[src/ovr_consts.svh]
`ifndef OVR_CONSTS_SVH
`define OVR_CONSTS_SVH
// ----------------------------------------
// response setting layout
// ----------------------------------------
`define OVR_CFG_RESET 8'hB8
`define OVR_RESP_MSB 7
`define OVR_RESP_LSB 6
`define OVR_RETRY_MSB 5
`define OVR_RETRY_LSB 3
`define OVR_DELAY_MSB 2
`define OVR_DELAY_LSB 0
`define OVR_RESP_CROWBAR 2'h0
`define OVR_RESP_DELAYED 2'h1
`define OVR_RESP_IMMEDIATE 2'h2
`define OVR_RETRY_NONE 3'h0
`define OVR_RETRY_FOREVER 3'h7
// accepted encodings
`define OVR_CODE_CROWBAR 8'h00
`define OVR_CODE_LATCH 8'h80
`define OVR_CODE_RETRY 8'hB8
`define OVR_CODE_DLY_LATCH 5'h08
`define OVR_CODE_DLY_RETRY 5'h0F
// ----------------------------------------
// timing
// ----------------------------------------
`define OVR_CLK_MHZ 25
`define OVR_STEP_NS 10000
`define OVR_STEP_CYC (`OVR_STEP_NS * `OVR_CLK_MHZ / 1000)
`define OVR_MS_NS 1000000
`define OVR_MS_CYC (`OVR_MS_NS * `OVR_CLK_MHZ / 1000)
`define OVR_RETRY_MIN_MS 17'h00078
`define OVR_RETRY_MAX_MS 17'h147A8
`endif

[src/ovr_pkg.sv]
`default_nettype none
package ovr_pkg;
	// channel response state
	typedef enum logic [1:0]
	{
		ovr_st_run,
		ovr_st_persist,
		ovr_st_retry,
		ovr_st_latched
	} ovr_state_t;
endpackage
`default_nettype wire

[src/ovr_tick_if.sv]
`default_nettype none
interface ovr_tick_if;
	logic tick; // one-cycle enable pulse
	logic sync_clr; // restart the divider phase
	modport gen (output tick, input sync_clr);
	modport sink (input tick, output sync_clr);
endinterface
`default_nettype wire

[src/ovr_fault_resp.sv]
// Function
// - set ov status, vout word, vout ov bits
// - alert on ov fault unless masked
// - 0x00: crowbar while output above limit
// - 0x80: disable at once, no retry
// - 0xB8: disable then retry without limit
// - 0x4n: latch off after n*10us persistence
// - 0x78+n: shut down after n*10us, retry
// - bad value: drop write, flag cml
// - field 01: run delay, then retry field
// - field 10: disable now, then retry field
// - field 11: unsupported, cml fault
// - retry 000 none, 111 unlimited spaced
// - delay field counts 10us steps
// - status sticky until clear, off-on, power
// - retry interval from millisecond setting
`include "ovr_consts.svh"
`default_nettype none
module ovr_fault_resp
	import ovr_pkg::*;
#(
	parameter int MS_CYC = `OVR_MS_CYC
)
(
	input wire logic clk_sys,
	input wire logic rstn,
	input wire logic cfg_wr_en,
	input wire logic [7:0] cfg_wr_data,
	output logic [7:0] cfg_rd_data,
	input wire logic ov_comp,
	input wire logic run_pin,
	input wire logic op_on,
	input wire logic clear_faults,
	input wire logic reset_cmd,
	input wire logic other_fault_off,
	input wire logic alert_mask,
	input wire logic [16:0] restart_interval_setting,
	output logic out_enable,
	output logic crowbar_only_action,
	output logic status_byte_ov,
	output logic status_word_vout,
	output logic status_vout_ov,
	output logic cml_fault,
	output logic alert_n_o,
	output logic alert_n_oe,
	output logic [1:0] resp_state
);
	// ----------------------------------------
	// declarations
	// ----------------------------------------
	logic [7:0] cfg_reg; // response setting
	ovr_state_t state_reg; // channel state
	ovr_state_t state_next;
	logic [2:0] pcnt_reg; // persistence steps seen
	logic [16:0] ms_reg; // ms since detection
	logic on_reg; // last pin-and-command on level
	logic pull_reg; // crowbar drive
	logic ov_reg; // sticky ov flag
	logic cml_reg; // sticky cml flag
	logic cfg_ok; // written value accepted
	logic chan_on; // pin and command agree on
	logic on_edge; // off-then-on seen
	logic detect; // fault seen while running
	logic act; // take the shutdown action
	logic [1:0] resp;
	logic [2:0] retry;
	logic [2:0] dly;
	logic [16:0] intv; // clamped retry interval
	ovr_tick_if step_if ();
	ovr_tick_if ms_if ();

	assign resp = cfg_reg[`OVR_RESP_MSB:`OVR_RESP_LSB];
	assign retry = cfg_reg[`OVR_RETRY_MSB:`OVR_RETRY_LSB];
	assign dly = cfg_reg[`OVR_DELAY_MSB:`OVR_DELAY_LSB];
	assign chan_on = run_pin && op_on;
	assign on_edge = chan_on && !on_reg;

	// ----------------------------------------
	// timebases
	// ----------------------------------------
	// 10us step for persistence, restarted at each new window
	ovr_tick_gen #(.DIV(`OVR_STEP_CYC)) u_step
	(
		.clk_sys(clk_sys),
		.rstn(rstn),
		.tk(step_if.gen)
	);
	// 1ms step for retry spacing, phased from detection
	ovr_tick_gen #(.DIV(MS_CYC)) u_ms
	(
		.clk_sys(clk_sys),
		.rstn(rstn),
		.tk(ms_if.gen)
	);
	assign step_if.sync_clr = detect;
	assign ms_if.sync_clr = detect;

	// ----------------------------------------
	// setting register
	// ----------------------------------------
	// only the documented encodings are accepted
	always_comb
	begin
		cfg_ok = 1'b0;
		if (cfg_wr_data == `OVR_CODE_CROWBAR || cfg_wr_data == `OVR_CODE_LATCH ||
			cfg_wr_data == `OVR_CODE_RETRY)
			cfg_ok = 1'b1;
		else if (cfg_wr_data[7:3] == `OVR_CODE_DLY_LATCH ||
			cfg_wr_data[7:3] == `OVR_CODE_DLY_RETRY)
			cfg_ok = 1'b1;
	end

	// whole byte per write; a rejected byte leaves the old value
	always_ff @(posedge clk_sys or negedge rstn)
	begin
		if (!rstn)
			cfg_reg <= `OVR_CFG_RESET;
		else if (cfg_wr_en && cfg_ok)
			cfg_reg <= cfg_wr_data;
	end
	assign cfg_rd_data = cfg_reg;

	// cml flag, set wins over clear
	always_ff @(posedge clk_sys or negedge rstn)
	begin
		if (!rstn)
			cml_reg <= 1'b0;
		else if (cfg_wr_en && !cfg_ok)
			cml_reg <= 1'b1;
		else if (clear_faults || reset_cmd)
			cml_reg <= 1'b0;
	end

	// ----------------------------------------
	// response sequencing
	// ----------------------------------------
	// crowbar mode never shuts down, so it never enters the sequence
	assign detect = (state_reg == ovr_st_run) && chan_on && ov_comp &&
		(resp != `OVR_RESP_CROWBAR);
	// delayed mode waits n steps; immediate or n = 0 acts now
	assign act = (detect && (resp == `OVR_RESP_IMMEDIATE || dly == 3'h0)) ||
		(state_reg == ovr_st_persist && ov_comp && step_if.tick &&
		pcnt_reg + 3'h1 == dly);
	// interval below the legal floor is raised to it
	assign intv = (restart_interval_setting < `OVR_RETRY_MIN_MS) ? `OVR_RETRY_MIN_MS :
		restart_interval_setting;

	always_comb
	begin
		state_next = state_reg;
		unique case (state_reg)
			ovr_st_run:
			begin
				if (detect && resp == `OVR_RESP_DELAYED && dly != 3'h0)
					state_next = ovr_st_persist;
			end
			ovr_st_persist:
			begin
				if (!ov_comp)
					state_next = ovr_st_run;
			end
			ovr_st_retry:
			begin
				if (other_fault_off)
					state_next = ovr_st_latched;
				else if (ms_reg >= intv)
					state_next = ovr_st_run;
			end
			ovr_st_latched:
			begin
				state_next = ovr_st_latched;
			end
		endcase
		if (act)
			state_next = (retry == `OVR_RETRY_FOREVER) ? ovr_st_retry :
				ovr_st_latched;
		// off-then-on, reset or commanded off ends any sequence
		if (!chan_on || reset_cmd)
			state_next = ovr_st_run;
	end

	always_ff @(posedge clk_sys or negedge rstn)
	begin
		if (!rstn)
			state_reg <= ovr_st_run;
		else
			state_reg <= state_next;
	end

	// persistence step count, cleared at each new window
	always_ff @(posedge clk_sys or negedge rstn)
	begin
		if (!rstn)
			pcnt_reg <= 3'h0;
		else if (detect)
			pcnt_reg <= 3'h0;
		else if (state_reg == ovr_st_persist && step_if.tick)
			pcnt_reg <= pcnt_reg + 3'h1;
	end

	// ms count from detection; saturates at the legal ceiling
	always_ff @(posedge clk_sys or negedge rstn)
	begin
		if (!rstn)
			ms_reg <= 17'h0;
		else if (detect)
			ms_reg <= 17'h0;
		else if (ms_if.tick && ms_reg != `OVR_RETRY_MAX_MS)
			ms_reg <= ms_reg + 17'h1;
	end

	// last on level, for the off-then-on edge
	always_ff @(posedge clk_sys or negedge rstn)
	begin
		// idles as on, so leaving reset with the channel on is no off-then-on
		if (!rstn)
			on_reg <= 1'b1;
		else
			on_reg <= chan_on;
	end

	// ----------------------------------------
	// power stage drive
	// ----------------------------------------
	// low side on only while above the limit in crowbar mode; out_enable is left on
	always_ff @(posedge clk_sys or negedge rstn)
	begin
		if (!rstn)
			pull_reg <= 1'b0;
		else
			pull_reg <= ov_comp && resp == `OVR_RESP_CROWBAR;
	end
	assign crowbar_only_action = pull_reg;
	// output regulates in run and while persistence is still open
	assign out_enable = chan_on && (state_reg == ovr_st_run || state_reg == ovr_st_persist);
	assign resp_state = state_reg;

	// ----------------------------------------
	// status and alert
	// ----------------------------------------
	// sticky ov flag; a new fault beats a same-cycle clear
	always_ff @(posedge clk_sys or negedge rstn)
	begin
		if (!rstn)
			ov_reg <= 1'b0;
		else if (ov_comp)
			ov_reg <= 1'b1;
		else if (clear_faults || on_edge || reset_cmd)
			ov_reg <= 1'b0;
	end
	assign status_byte_ov = ov_reg;
	assign status_word_vout = ov_reg;
	assign status_vout_ov = ov_reg;
	assign cml_fault = cml_reg;
	// open-drain alert: pin is only ever pulled low
	assign alert_n_o = 1'b0;
	assign alert_n_oe = (ov_reg && !alert_mask) || cml_reg;
endmodule
`default_nettype wire

[src/ovr_tick_gen.sv]
`include "ovr_consts.svh"
`default_nettype none
module ovr_tick_gen
	import ovr_pkg::*;
#(
	parameter int DIV = `OVR_STEP_CYC
)
(
	input wire logic clk_sys,
	input wire logic rstn,
	ovr_tick_if.gen tk
);
	localparam int W = $clog2(DIV + 1);
	localparam logic [W-1:0] LAST = W'(DIV - 1);
	logic [W-1:0] cnt_reg; // divider phase
	// ----------------------------------------
	// divider
	// ----------------------------------------
	// sync clear lets a fresh window start a full period long
	always_ff @(posedge clk_sys or negedge rstn)
	begin
		if (!rstn)
			cnt_reg <= '0;
		else if (tk.sync_clr || cnt_reg == LAST)
			cnt_reg <= '0;
		else
			cnt_reg <= cnt_reg + 1'b1;
	end
	assign tk.tick = (cnt_reg == LAST) && !tk.sync_clr;
endmodule
`default_nettype wire

[config.mk]
export PLATFORM = sky130hd
export DESIGN_NAME = ovr_fault_resp
export DESIGN_NICKNAME = d
export VERILOG_FILES = /design/src/ovr_pkg.sv /design/src/ovr_tick_if.sv /design/src/ovr_fault_resp.sv /design/src/ovr_tick_gen.sv
export VERILOG_INCLUDE_DIRS = /design/src
export SDC_FILE = /design/constraint.sdc
export NUM_CORES = 1
export LEC_CHECK = 0
export BUFFER_PORTS_ARGS = -buffer_cell sky130_fd_sc_hd__clkbuf_2
export CAP_MARGIN = 30
export CORE_ASPECT_RATIO = 1.2
export CORE_MARGIN = 2
export CORE_UTILIZATION = 40
export CTS_BUF_LIST = sky130_fd_sc_hd__clkbuf_4 sky130_fd_sc_hd__clkbuf_8 sky130_fd_sc_hd__clkbuf_16
export CTS_CLUSTER_SIZE = 14
export DETAILED_ROUTE_END_ITERATION = 16
export MAX_ROUTING_LAYER = met4
export PLACE_DENSITY = 0.59
export SETUP_SLACK_MARGIN = 0.05
export SLEW_MARGIN = 5
export SYNTH_ARGS = -nofsm -noshare
export SYNTH_HDL_FRONTEND = slang
export SYNTH_SLANG_ARGS = --single-unit
[constraint.sdc]
create_clock -name clk_sys -period 2.4 [get_ports clk_sys]
set_clock_uncertainty 0.05 [all_clocks]
set_input_delay 0.24 -clock clk_sys [delete_from_list [all_inputs] [get_ports clk_sys]]
set_output_delay 0.24 -clock clk_sys [all_outputs]
set_load 0.03 [all_outputs]
==> flow_results.xml, run 1 <==
<?xml version="1.0" encoding="UTF-8"?>
<metrics>
  <group name="status">
    <metric name="outcome" unit="">finished, final reports clean</metric>
  </group>
  <group name="logic_synthesis">
    <metric name="synth-seq-cells" unit="">57</metric>
    <metric name="synthXorXnorAreaFrac" unit="%">8.66</metric>
    <metric name="synth.yosys.warnings" unit="">0</metric>
    <metric name="synth_area" unit="um^2">3340</metric>
    <metric name="yosysSeqAreaShare" unit="%">42.9</metric>
    <metric name="synthMuxAreaShare" unit="%">3.30</metric>
    <metric name="postSynthNetCount" unit="">417</metric>
    <metric name="combinational_family_with_the_most_area_after_synthesis" unit="">simple AND/OR/NAND/NOR gates</metric>
    <metric name="synth_compound_gate_area_share" unit="%">7.57</metric>
    <metric name="synth_enable_flop_cells" unit="">0</metric>
    <metric name="ys.flop_type" unit="">sky130_fd_sc_hd__dfrtp_1</metric>
    <metric name="asyncSetResetFlopFracSynth" unit="%">100</metric>
    <metric name="yosys.cell_types.count" unit="">43</metric>
    <metric name="synth.avg_cell_area" unit="um^2">9.30</metric>
    <metric name="post_synth_inst_count" unit="">359</metric>
    <metric name="synth_simple_gate_area_share" unit="%">24.5</metric>
    <metric name="yosys.area_share.adder" unit="%">8.62</metric>
  </group>
  <group name="critical_path">
    <metric name="worstPathRequired" unit="ns">2.57</metric>
    <metric name="crit_end_element" unit="">flop</metric>
    <metric name="critical_path_arrival" unit="ns">2.31</metric>
    <metric name="path_class" unit="">reg2reg</metric>
    <metric name="cp_cell_sequence" unit="">inv_1 -&gt; ha_1 -&gt; nand4_1 -&gt; or4_1 -&gt; a2111o_1 -&gt; a21oi_1 -&gt; and3b_1</metric>
    <metric name="timing.critical_path.from_type" unit="">flop</metric>
    <metric name="cp_slowest_cell" unit="">sky130_fd_sc_hd__or4_1</metric>
    <metric name="critical_path.max_fanout" unit="">4</metric>
    <metric name="biggest_cell_delay_along_the_critical_path" unit="ns">0.56</metric>
  </group>
  <group name="power_and_ir_drop">
    <metric name="leakage_power_summed_over_all_cells" unit="nW">1.93</metric>
    <metric name="vdd_drop_max" unit="uV">272</metric>
    <metric name="finalPower" unit="W">0.00295</metric>
    <metric name="power_density" unit="nW/um^2">750</metric>
  </group>
  <group name="finish">
    <metric name="seqCellArea" unit="um^2">1430</metric>
    <metric name="footprint_of_the_multi_input_gates" unit="um^2">1790</metric>
    <metric name="diodes" unit="">0</metric>
    <metric name="layout-drive-gt1-share" unit="%">22.0</metric>
    <metric name="final_common_cell" unit="">sky130_fd_sc_hd__nor2_1</metric>
    <metric name="design.final.nets" unit="">477</metric>
    <metric name="fillerInstances" unit="">788</metric>
    <metric name="largest_register_ffs" unit="">17</metric>
    <metric name="layout-area-overhead-vs-synth" unit="%">17.9</metric>
    <metric name="commonest_cells_after_routing_fill_and_taps_aside" unit="">sky130_fd_sc_hd__nor2_1 (53), sky130_fd_sc_hd__dfrtp_1 (52), sky130_fd_sc_hd__clkbuf_2 (51), sky130_fd_sc_hd__inv_1 (23), sky130_fd_sc_hd__ha_1 (23)</metric>
  </group>
  <group name="global_route">
    <metric name="grt_max_degree" unit="">35</metric>
    <metric name="first_global_vias" unit="">2584</metric>
    <metric name="antenna_found_initial" unit="">0</metric>
    <metric name="grt_first_pass_wirelength" unit="um">11900</metric>
    <metric name="grt_usage" unit="%">17.0</metric>
    <metric name="globalRoute.totalOverflow" unit="">0</metric>
  </group>
  <group name="clock_network">
    <metric name="clock_latency" unit="ns">0.33</metric>
    <metric name="tritoncts" unit="">done</metric>
    <metric name="cts_max_path_buffers" unit="">2</metric>
    <metric name="numClockSinks" unit="">57</metric>
    <metric name="clock_tree.root_cell" unit="">sky130_fd_sc_hd__clkbuf_8</metric>
    <metric name="htree_num_levels" unit="">3</metric>
    <metric name="cts_setup_buffers" unit="">0</metric>
    <metric name="cts.clk_slew.worst_paths" unit="ns">0.06</metric>
    <metric name="cts_buffers" unit="">9</metric>
  </group>
  <group name="timing">
    <metric name="worst-slew-pin-transition" unit="ns">0.621</metric>
    <metric name="finalWorstPathRequiredPeriod" unit="ns">2.14</metric>
    <metric name="period_share" unit="%">89.2</metric>
    <metric name="fmax" unit="MHz">467</metric>
    <metric name="timing.final.setup_violations" unit="">0</metric>
    <metric name="timing_max_transition_violations_final" unit="">0</metric>
    <metric name="grt_setup_unrepaired" unit="">false</metric>
    <metric name="final.setup.tns" unit="ns">0</metric>
    <metric name="finalHoldViolCount" unit="">0</metric>
    <metric name="worst_slew_margin_rel" unit="%">58.6</metric>
  </group>
  <group name="detailed_routing">
    <metric name="totalWireLength" unit="um">7110</metric>
    <metric name="drc_errors" unit="">0</metric>
    <metric name="firstDrtPassIters" unit="">4</metric>
    <metric name="drt.antenna.violating_nets" unit="">0</metric>
    <metric name="detailroute.via_count" unit="">2728</metric>
    <metric name="viasPerCell" unit="">5.27</metric>
    <metric name="first_iter_violations" unit="">102</metric>
    <metric name="avgRoutedWirePerCell" unit="um">13.7</metric>
  </group>
  <group name="placement">
    <metric name="globalplace.congestion" unit="">0.797</metric>
    <metric name="io_buffers" unit="">51</metric>
    <metric name="detailedPlacementHpwl" unit="um">5340</metric>
  </group>
  <group name="die">
    <metric name="dieWidth" unit="um">87.4</metric>
    <metric name="floorplan.initialDensity" unit="%">41.2</metric>
    <metric name="fp.coreArea" unit="um^2">8110</metric>
    <metric name="fp-row-count" unit="">36</metric>
    <metric name="area_of_the_die" unit="um^2">9090</metric>
    <metric name="die-height" unit="um">104</metric>
    <metric name="ios" unit="">53</metric>
  </group>
  <group name="flow_run">
    <metric name="drv.max_cap_violation_count" unit="">0</metric>
  </group>
  <group name="min_path">
    <metric name="hold_path_class" unit="">in2reg</metric>
  </group>
</metrics>
==> where the power goes <==
| group | total [W] | internal (W) | leakage (nW) | switching [W] |
|---|---|---|---|---|
| Clock | 0.000781 | 0.000416 | 0.0891 | 0.000365 |
| Combinational | 0.000740 | 0.000332 | 1.10 | 0.000407 |
| Sequential | 0.00143 | 0.00119 | 0.742 | 0.000244 |
| Total | 0.00295 | 0.00194 | 1.93 | 0.00102 |
==> per-stage QoR <==
| stage | util (%) | hold slack [ns] | setup slack (ns) | area (um^2) | std cells |
|---|---|---|---|---|---|
| 2_1_floorplan | - | -0.106 | 0.110 | 3340 | 359 |
| 4_1_cts | 48.3 | 0.0995 | 0.121 | 3920 | 518 |
| 3_3_place_gp | 46.1 | 0.233 | -0.0745 | 3740 | 502 |
| 5_1_grt | 48.5 | 0.108 | 0.0471 | 3940 | 518 |
| 6_report | 48.5 | 0.115 | 0.259 | 3940 | 518 |
| 3_5_place_dp | 46.1 | 0.245 | -0.227 | 3740 | 502 |
==> Yosys cell counts (2+ instances only) <==
cell | count | share of area (%)
sky130_fd_sc_hd__and3_1 | 9 | 1.7
sky130_fd_sc_hd__dfrtp_1 | 52 | 39
sky130_fd_sc_hd__a21o_1 | 4 | 0.90
sky130_fd_sc_hd__o31ai_1 | 4 | 0.90
sky130_fd_sc_hd__nand3b_1 | 2 | 0.45
sky130_fd_sc_hd__buf_2 | 3 | 0.45
sky130_fd_sc_hd__o21ai_0 | 14 | 2.1
sky130_fd_sc_hd__nand2b_1 | 6 | 1.1
sky130_fd_sc_hd__nand4b_1 | 2 | 0.53
sky130_fd_sc_hd__nor4b_1 | 2 | 0.53
sky130_fd_sc_hd__o211ai_1 | 2 | 0.45
sky130_fd_sc_hd__nand3_1 | 16 | 2.4
sky130_fd_sc_hd__buf_4 | 3 | 0.67
sky130_fd_sc_hd__nand2_1 | 19 | 2.1
sky130_fd_sc_hd__or4_1 | 2 | 0.45
sky130_fd_sc_hd__inv_1 | 23 | 2.6
sky130_fd_sc_hd__mux2_2 | 8 | 2.7
sky130_fd_sc_hd__nor2_1 | 53 | 6.0
sky130_fd_sc_hd__or2_2 | 3 | 0.56
sky130_fd_sc_hd__nand4_1 | 19 | 3.6
sky130_fd_sc_hd__xnor2_1 | 13 | 3.4
sky130_fd_sc_hd__or3_1 | 4 | 0.75
sky130_fd_sc_hd__dfstp_2 | 5 | 3.9
sky130_fd_sc_hd__nor4_1 | 4 | 0.75
sky130_fd_sc_hd__ha_1 | 23 | 8.6
sky130_fd_sc_hd__and2_1 | 5 | 0.94
sky130_fd_sc_hd__nor3_1 | 7 | 1.0
sky130_fd_sc_hd__a211oi_1 | 2 | 0.45
sky130_fd_sc_hd__mux2i_1 | 2 | 0.60
sky130_fd_sc_hd__xor2_1 | 20 | 5.2
sky130_fd_sc_hd__nor2b_1 | 2 | 0.37
sky130_fd_sc_hd__a21oi_1 | 11 | 1.6
sky130_fd_sc_hd__clkbuf_1 | 5 | 0.56
==> routing by layer <==
metal  vias to the layer above  GRT usage (%)  share of wire, %
met2                        57           27.7                50
li1                       1374              -                 -
met5                         -              -                 0
met4                         0           7.47               2.2
met1                      1283           20.4                44
met3                        14           2.86               3.4
==> critical path, delay by kind of cell, from the launching register on <==
kind,cells,cell delay [ns]
simple gates,3,0.86
compound gates,2,0.53
flops,1,0.40
fa+ha+maj,1,0.14
buf+inv,1,0.06
==> worst paths after layout <==
kind / cells after the start / startpoint / slack (ns) / end
min in group asynchronous: 2 / rstn / 0.40 / u_step.cnt_reg[4]
max: 7 / u_step.cnt_reg[1] / 0.26 / resp_state[0]
min reg2reg: 1 / u_ms.cnt_reg[0] / 0.40 / u_ms.cnt_reg[0]
min: 3 / cfg_wr_en / 0.11 / cml_fault
max reg2reg: 7 / u_step.cnt_reg[1] / 0.26 / resp_state[0]
max in group asynchronous: 3 / rstn / 1.22 / cfg_rd_data[7]
==> area by class of cell <==
| type | instances | area share [%] |
|---|---|---|
| Multi-Input combinational cell | 268 | 45.5 |
| Sequential cell | 57 | 36.4 |
| Timing Repair Buffer | 60 | 8.59 |
| Clock buffer | 12 | 3.88 |
| Tap cell | 95 | 3.02 |
| Inverter | 23 | 2.19 |
| Clock inverter | 3 | 0.445 |
==> cells by family (layout without fill, tap and decap cells) <==
kind of cell	after synthesis	in the layout
other	1	1
AO/OA/AOI/OAI	41	41
XOR/XNOR	33	33
multiplexers	10	10
buffers and inverters	34	98
adder cells (fa/ha/maj)	23	23
AND/OR/NAND/NOR	160	160
flip-flops	57	57
==> repair_timing <==
action                                  4_1_cts  5_1_grt
hold endpoints to repair                     23        0
hold buffers                                  1        0
endpoints found under the setup margin        0        1
gates resized for setup                       0        3
Note: power is estimated with default switching activity, not from simulation.
==> run 2: changes to the inputs <==
--- a/config.mk
+++ b/config.mk
@@ -8,7 +8,7 @@
 export LEC_CHECK = 0
 export BUFFER_PORTS_ARGS = -buffer_cell sky130_fd_sc_hd__clkbuf_2
 export CAP_MARGIN = 30
-export CORE_ASPECT_RATIO = 1.2
+export CORE_ASPECT_RATIO = 2
 export CORE_MARGIN = 2
 export CORE_UTILIZATION = 40
 export CTS_BUF_LIST = sky130_fd_sc_hd__clkbuf_4 sky130_fd_sc_hd__clkbuf_8 sky130_fd_sc_hd__clkbuf_16
==> flow_results.xml, run 2 (synthesis results as in run 1) <==
<?xml version="1.0" encoding="UTF-8"?>
<metrics>
  <group name="min_path">
    <metric name="hold_critical_path_endpoint" unit="">cml_fault</metric>
    <metric name="min_from" unit="">cfg_wr_en</metric>
    <metric name="worst_hold_path.num_cells" unit="">3</metric>
    <metric name="hold_path_class" unit="">in2reg</metric>
  </group>
  <group name="clock_network">
    <metric name="cts_setup_buffers" unit="">0</metric>
    <metric name="clock_tree.root_cell" unit="">sky130_fd_sc_hd__clkbuf_16</metric>
    <metric name="cts.clk_slew.worst_paths" unit="ns">0.05</metric>
    <metric name="clock_latency" unit="ns">0.32</metric>
    <metric name="cts_max_path_buffers" unit="">2</metric>
    <metric name="cts_buffers" unit="">9</metric>
    <metric name="tritoncts" unit="">done</metric>
    <metric name="htree_num_levels" unit="">3</metric>
    <metric name="numClockSinks" unit="">57</metric>
  </group>
  <group name="power_and_ir_drop">
    <metric name="leakage_power_summed_over_all_cells" unit="nW">2.01</metric>
    <metric name="power_density" unit="nW/um^2">845</metric>
    <metric name="switching_share" unit="%">31.0</metric>
    <metric name="vdd_drop_max" unit="uV">395</metric>
    <metric name="combPwrFrac" unit="%">21.6</metric>
    <metric name="finalPower" unit="W">0.00346</metric>
    <metric name="clkPwrFrac" unit="%">36.8</metric>
    <metric name="power.net_switching" unit="W">0.00107</metric>
    <metric name="pwr-share-seq" unit="%">41.7</metric>
    <metric name="internal-power" unit="W">0.00238</metric>
  </group>
  <group name="detailed_routing">
    <metric name="first_iter_violations" unit="">154</metric>
    <metric name="viasPerCell" unit="">5.40</metric>
    <metric name="detailroute.via_count" unit="">2839</metric>
    <metric name="firstDrtPassIters" unit="">4</metric>
    <metric name="totalWireLength" unit="um">7910</metric>
    <metric name="avgRoutedWirePerCell" unit="um">15.0</metric>
    <metric name="drc_errors" unit="">0</metric>
    <metric name="drt.antenna.violating_nets" unit="">0</metric>
  </group>
  <group name="finish">
    <metric name="final_common_cell" unit="">sky130_fd_sc_hd__nor2_1</metric>
    <metric name="layout-area-overhead-vs-synth" unit="%">22.6</metric>
    <metric name="diodes" unit="">0</metric>
    <metric name="layout.core_utilization" unit="%">50.1</metric>
    <metric name="largest_register_ffs" unit="">17</metric>
    <metric name="layout-drive-gt1-share" unit="%">22.9</metric>
    <metric name="commonest_cells_after_routing_fill_and_taps_aside" unit="">sky130_fd_sc_hd__nor2_1 (53), sky130_fd_sc_hd__dfrtp_1 (52), sky130_fd_sc_hd__clkbuf_2 (51), sky130_fd_sc_hd__inv_1 (23), sky130_fd_sc_hd__ha_1 (23)</metric>
    <metric name="design.final.nets" unit="">481</metric>
    <metric name="post_layout_nonfiller_instances" unit="">526</metric>
  </group>
  <group name="die">
    <metric name="die-height" unit="um">133</metric>
    <metric name="ios" unit="">53</metric>
    <metric name="fp-row-count" unit="">47</metric>
    <metric name="fp.coreArea" unit="um^2">8170</metric>
    <metric name="dieWidth" unit="um">68.6</metric>
    <metric name="area_of_the_die" unit="um^2">9130</metric>
    <metric name="floorplan.initialDensity" unit="%">40.8</metric>
  </group>
  <group name="placement">
    <metric name="pre_cts_ws" unit="ns">-0.0451</metric>
    <metric name="place_inst" unit="">509</metric>
    <metric name="io_buffers" unit="">51</metric>
    <metric name="detailedPlacementHpwl" unit="um">6160</metric>
    <metric name="globalplace.congestion" unit="">0.922</metric>
  </group>
  <group name="critical_path">
    <metric name="path_class" unit="">reg2reg</metric>
    <metric name="worstRegToRegCells" unit="">7</metric>
    <metric name="crit_end_element" unit="">flop</metric>
    <metric name="timing.critical_path.from_type" unit="">flop</metric>
    <metric name="worstPathRequired" unit="ns">2.56</metric>
    <metric name="cp_cell_sequence" unit="">inv_1 -&gt; ha_1 -&gt; nand4_1 -&gt; or4_1 -&gt; a2111o_1 -&gt; a21oi_1 -&gt; and3b_1</metric>
    <metric name="timing.rr.start" unit="">u_step.cnt_reg[1]</metric>
    <metric name="biggest_cell_delay_along_the_critical_path" unit="ns">0.55</metric>
    <metric name="rrSetupSlack" unit="ns">0.26</metric>
    <metric name="critical_path_arrival" unit="ns">2.30</metric>
    <metric name="cp_slowest_cell" unit="">sky130_fd_sc_hd__or4_1</metric>
    <metric name="r2r_endpoint" unit="">resp_state[0]</metric>
    <metric name="critical_path.max_fanout" unit="">4</metric>
  </group>
  <group name="timing">
    <metric name="fmax" unit="MHz">468</metric>
    <metric name="timing_max_transition_violations_final" unit="">0</metric>
    <metric name="fin_ws" unit="ns">0.264</metric>
    <metric name="finalWorstPathRequiredPeriod" unit="ns">2.14</metric>
    <metric name="worst-slew-pin-transition" unit="ns">0.487</metric>
    <metric name="period_share" unit="%">89.0</metric>
    <metric name="grt_setup_unrepaired" unit="">false</metric>
    <metric name="finalHoldViolCount" unit="">0</metric>
    <metric name="timing.final.setup_violations" unit="">0</metric>
    <metric name="worst_slew_margin_rel" unit="%">67.1</metric>
  </group>
  <group name="global_route">
    <metric name="grt_usage" unit="%">20.0</metric>
    <metric name="antenna_found_initial" unit="">0</metric>
    <metric name="first_global_vias" unit="">2832</metric>
    <metric name="grt_max_degree" unit="">58</metric>
    <metric name="grt_first_pass_wirelength" unit="um">13200</metric>
    <metric name="globalRoute.totalOverflow" unit="">0</metric>
  </group>
  <group name="flow_run">
    <metric name="drv.max_cap_violation_count" unit="">0</metric>
  </group>
  <group name="status">
    <metric name="outcome" unit="">finished, final reports clean</metric>
  </group>
</metrics>
run 2: cell types whose count changed in the layout (fill, tap and decap cells not counted), sizes merged:
cell	previous run	this run
buf	8	12
bufinv	0	1
clkbuf	63	64
clkinvlp	1	0
run 2: metrics by stage:
stage	area [um^2]	TNS [ns]	hold WS [ns]
2_1_floorplan	3340	0	-0.106
3_3_place_gp	3770	0	0.215
3_5_place_dp	3770	-0.0451	0.221
4_1_cts	4090	0	0.118
5_1_grt	4090	0	0.139
6_report	4090	0	0.121
run 2: critical path, delay by kind of cell, from the launching register on:
| family | cells | cell delay [ns] |
|---|---|---|
| adders and majority gates | 1 | 0.13 |
| AOI/OAI and AO/OA | 2 | 0.53 |
| DFF | 1 | 0.40 |
| buffers and inverters | 1 | 0.07 |
| and+or+nand+nor | 3 | 0.85 |
run 2: power groups by stage:
stage	Combinational, W	Sequential [W]	Clock, W
2_1_floorplan	0.000452	0.00148	0
3_3_place_gp	0.000731	0.00145	0
3_5_place_dp	0.000753	0.00145	0
4_1_cts	0.000758	0.00144	0.00131
5_1_grt	0.000842	0.00147	0.00134
6_report	0.000745	0.00144	0.00127
run 2: layer usage:
layer,share of wire (%),wire length [um],up-vias,GRT usage [%]
met5,0,0,-,-
met4,4.3,337,0,10.7
met3,3.5,280,23,4.31
met2,56,4470,63,33.9
met1,36,2830,1369,20.4
li1,-,-,1384,-
run 2: what timing repair did:
action,in CTS,in global routing
hold buffers,1,0
endpoints found under the setup margin,0,1
endpoints found under the hold margin,52,0
resized for setup,0,1
run 2: final cells by class:
cell class | count | area [um^2]
repair buffers | 64 | 368
well taps | 98 | 123
flip-flops and latches | 57 | 1430
clock inverters | 3 | 40.0
fillers | 796 | 4080
clock buffers | 13 | 262
multi-input cells | 268 | 1780
inverters | 23 | 86.3
run 2: worst max path at each step:
stage	cells past startpoint	endpoint	start
after CTS	7	resp_state[0]	u_step.cnt_reg[1]
after global placement	11	resp_state[1]	restart_interval_setting[16]
after detailed placement	11	resp_state[1]	restart_interval_setting[16]
after global routing	11	resp_state[1]	restart_interval_setting[16]
after floorplan	10	resp_state[1]	restart_interval_setting[16]
final	7	resp_state[0]	u_step.cnt_reg[1]
==> run 3: changes to the inputs <==
--- a/config.mk
+++ b/config.mk
@@ -15,7 +15,7 @@
 export CTS_CLUSTER_SIZE = 14
 export DETAILED_ROUTE_END_ITERATION = 16
 export MAX_ROUTING_LAYER = met4
-export PLACE_DENSITY = 0.59
+export PLACE_DENSITY = 0.61
 export SETUP_SLACK_MARGIN = 0.05
 export SLEW_MARGIN = 5
 export SYNTH_ARGS = -nofsm -noshare
==> constraint.sdc (replaced) <==
create_clock -name clk_sys -period 1.9 [get_ports clk_sys]
set_clock_uncertainty 0.05 [all_clocks]
set_input_delay 0.19 -clock clk_sys [delete_from_list [all_inputs] [get_ports clk_sys]]
set_output_delay 0.19 -clock clk_sys [all_outputs]
set_load 0.03 [all_outputs]
==> flow_results.xml, run 3 (synthesis results as in run 1) <==
<?xml version="1.0" encoding="UTF-8"?>
<metrics>
  <group name="timing">
    <metric name="worst_slew_margin_rel" unit="%">65.7</metric>
    <metric name="fmax" unit="MHz">478</metric>
    <metric name="timing.final.setup_violations" unit="">2</metric>
    <metric name="worst-slew-pin-transition" unit="ns">0.514</metric>
    <metric name="fin_ws" unit="ns">-0.192</metric>
    <metric name="finalWorstPathRequiredPeriod" unit="ns">2.09</metric>
    <metric name="period_share" unit="%">110</metric>
    <metric name="timing_max_transition_violations_final" unit="">0</metric>
    <metric name="grt_setup_unrepaired" unit="">true</metric>
    <metric name="finalHoldViolCount" unit="">0</metric>
  </group>
  <group name="critical_path">
    <metric name="critical_path_arrival" unit="ns">2.25</metric>
    <metric name="worstRegToRegCells" unit="">7</metric>
    <metric name="timing.rr.start" unit="">u_step.cnt_reg[1]</metric>
    <metric name="r2r_endpoint" unit="">resp_state[0]</metric>
    <metric name="worstPathRequired" unit="ns">2.06</metric>
    <metric name="endpoint" unit="">resp_state[0]</metric>
    <metric name="rrSetupSlack" unit="ns">-0.19</metric>
    <metric name="timing.critical_path.from_type" unit="">flop</metric>
    <metric name="critical_path.max_fanout" unit="">2</metric>
    <metric name="crit_end_element" unit="">flop</metric>
    <metric name="path_class" unit="">reg2reg</metric>
    <metric name="cp-startpoint" unit="">u_step.cnt_reg[1]</metric>
  </group>
  <group name="status">
    <metric name="violations" unit="">negative setup slack</metric>
    <metric name="outcome" unit="">finished with violations</metric>
  </group>
  <group name="finish">
    <metric name="fillerInstances" unit="">756</metric>
    <metric name="diodes" unit="">0</metric>
    <metric name="layout.core_utilization" unit="%">55.9</metric>
    <metric name="largest_register_ffs" unit="">17</metric>
    <metric name="commonest_cells_after_routing_fill_and_taps_aside" unit="">sky130_fd_sc_hd__nor2_1 (53), sky130_fd_sc_hd__dfrtp_1 (51), sky130_fd_sc_hd__clkbuf_2 (51), sky130_fd_sc_hd__buf_4 (51)</metric>
    <metric name="final_common_cell" unit="">sky130_fd_sc_hd__nor2_1</metric>
    <metric name="layout-area-overhead-vs-synth" unit="%">36.9</metric>
    <metric name="design.final.nets" unit="">525</metric>
    <metric name="layout-drive-gt1-share" unit="%">33.1</metric>
  </group>
  <group name="clock_network">
    <metric name="clock_tree.root_cell" unit="">sky130_fd_sc_hd__clkbuf_16</metric>
    <metric name="tritoncts" unit="">done</metric>
    <metric name="clock_latency" unit="ns">0.33</metric>
    <metric name="htree_num_levels" unit="">3</metric>
    <metric name="cts.clk_slew.worst_paths" unit="ns">0.05</metric>
    <metric name="cts_buffers" unit="">9</metric>
    <metric name="numClockSinks" unit="">57</metric>
    <metric name="cts_max_path_buffers" unit="">2</metric>
  </group>
  <group name="min_path">
    <metric name="hold_path_class" unit="">in2reg</metric>
  </group>
  <group name="power_and_ir_drop">
    <metric name="pwr-share-seq" unit="%">36.5</metric>
    <metric name="clkPwrFrac" unit="%">36.6</metric>
    <metric name="power_density" unit="nW/um^2">1040</metric>
    <metric name="finalPower" unit="W">0.00477</metric>
    <metric name="vdd_drop_max" unit="uV">584</metric>
    <metric name="internal-power" unit="W">0.00331</metric>
    <metric name="leakage_power_summed_over_all_cells" unit="nW">2.26</metric>
    <metric name="combPwrFrac" unit="%">26.9</metric>
    <metric name="switching_share" unit="%">30.6</metric>
    <metric name="power.net_switching" unit="W">0.00146</metric>
  </group>
  <group name="detailed_routing">
    <metric name="detailroute.via_count" unit="">3009</metric>
    <metric name="drt.antenna.violating_nets" unit="">0</metric>
    <metric name="firstDrtPassIters" unit="">4</metric>
    <metric name="totalWireLength" unit="um">8310</metric>
    <metric name="drc_errors" unit="">0</metric>
    <metric name="avgRoutedWirePerCell" unit="um">14.6</metric>
    <metric name="viasPerCell" unit="">5.28</metric>
    <metric name="first_iter_violations" unit="">119</metric>
  </group>
  <group name="placement">
    <metric name="detailedPlacementHpwl" unit="um">6290</metric>
    <metric name="io_buffers" unit="">51</metric>
    <metric name="globalplace.congestion" unit="">0.881</metric>
  </group>
  <group name="global_route">
    <metric name="grt_first_pass_wirelength" unit="um">13400</metric>
    <metric name="grt_usage" unit="%">19.9</metric>
    <metric name="antenna_found_initial" unit="">0</metric>
    <metric name="first_global_vias" unit="">3012</metric>
    <metric name="grt_max_degree" unit="">25</metric>
    <metric name="globalRoute.totalOverflow" unit="">0</metric>
  </group>
  <group name="die">
    <metric name="area_of_the_die" unit="um^2">9130</metric>
    <metric name="fp.coreArea" unit="um^2">8170</metric>
    <metric name="die-height" unit="um">133</metric>
    <metric name="ios" unit="">53</metric>
    <metric name="dieWidth" unit="um">68.6</metric>
    <metric name="floorplan.initialDensity" unit="%">40.8</metric>
    <metric name="fp-row-count" unit="">47</metric>
  </group>
  <group name="flow_run">
    <metric name="drv.max_cap_violation_count" unit="">0</metric>
  </group>
</metrics>
==> run 3: worst min path at each step <==
stage	slack, ns	endpoint	startpoint	cells past startpoint
final	0.07	cfg_rd_data[2]	cfg_wr_data[2]	2
after CTS	0.07	cfg_rd_data[2]	cfg_wr_data[2]	2
after global placement	0.13	cfg_rd_data[0]	rstn	1
after global routing	0.08	cfg_rd_data[0]	cfg_wr_data[0]	2
after detailed placement	0.13	cfg_rd_data[0]	rstn	1
after floorplan	-0.16	cfg_rd_data[0]	rstn	0
==> run 3: layout make-up <==
class / count / area (um^2) / area share, %
Sequential cell: 57 / 1430 / 31.4
Inverter: 23 / 86.3 / 1.89
Clock buffer: 11 / 246 / 5.40
Tap cell: 98 / 123 / 2.68
Timing Repair Buffer: 108 / 717 / 15.7
Clock inverter: 5 / 78.8 / 1.73
Multi-Input combinational cell: 268 / 1880 / 41.2
==> run 3: what timing repair did <==
| item | CTS | global route |
|---|---|---|
| setup buffers | 1 | 5 |
| pin swaps | 4 | 7 |
| hold buffers | 1 | 0 |
| setup endpoints to repair | 5 | 7 |
| gates resized for setup | 10 | 13 |
| endpoints found under the hold margin | 13 | 0 |
==> run 3: power groups by stage <==
stage,sequential (W),combinational [W],clock (W)
after floorplan,0.00187,0.000574,0
after global placement,0.00174,0.00120,0
after detailed placement,0.00175,0.00124,0
after CTS,0.00174,0.00129,0.00178
after global routing,0.00177,0.00143,0.00184
final,0.00174,0.00128,0.00175
==> run 3: worst max-delay path, cell delays in order, from the launching register on <==
cell                       delay [ns]
sky130_fd_sc_hd__dfrtp_1         0.37
sky130_fd_sc_hd__inv_1           0.06
sky130_fd_sc_hd__ha_1            0.13
sky130_fd_sc_hd__nand4_1         0.12
sky130_fd_sc_hd__or4_4           0.55
sky130_fd_sc_hd__a2111o_1        0.36
sky130_fd_sc_hd__a21oi_2         0.14
sky130_fd_sc_hd__and3b_1         0.19
==> run 3: per-stage QoR <==
stage | TNS, ns | cells | hold WS [ns] | instance area [um^2] | worst slack (ns)
after floorplan | -0.489 | 359 | -0.156 | 3360 | -0.268
after detailed placement | -0.911 | 547 | 0.131 | 4080 | -0.574
after global placement | -0.690 | 547 | 0.131 | 4080 | -0.430
after global routing | -0.655 | 570 | 0.0838 | 4570 | -0.326
final | -0.328 | 570 | 0.0699 | 4570 | -0.192
after CTS | -0.347 | 565 | 0.0651 | 4480 | -0.212
==> run 3: routing by layer <==
metal,part of all wire (%),vias to the layer above,GRT usage [%]
met3,3.0,20,3.63
met2,57,59,36.1
met5,0,-,-
met1,37,1466,19.5
met4,3.1,0,8.67
li1,-,1464,-
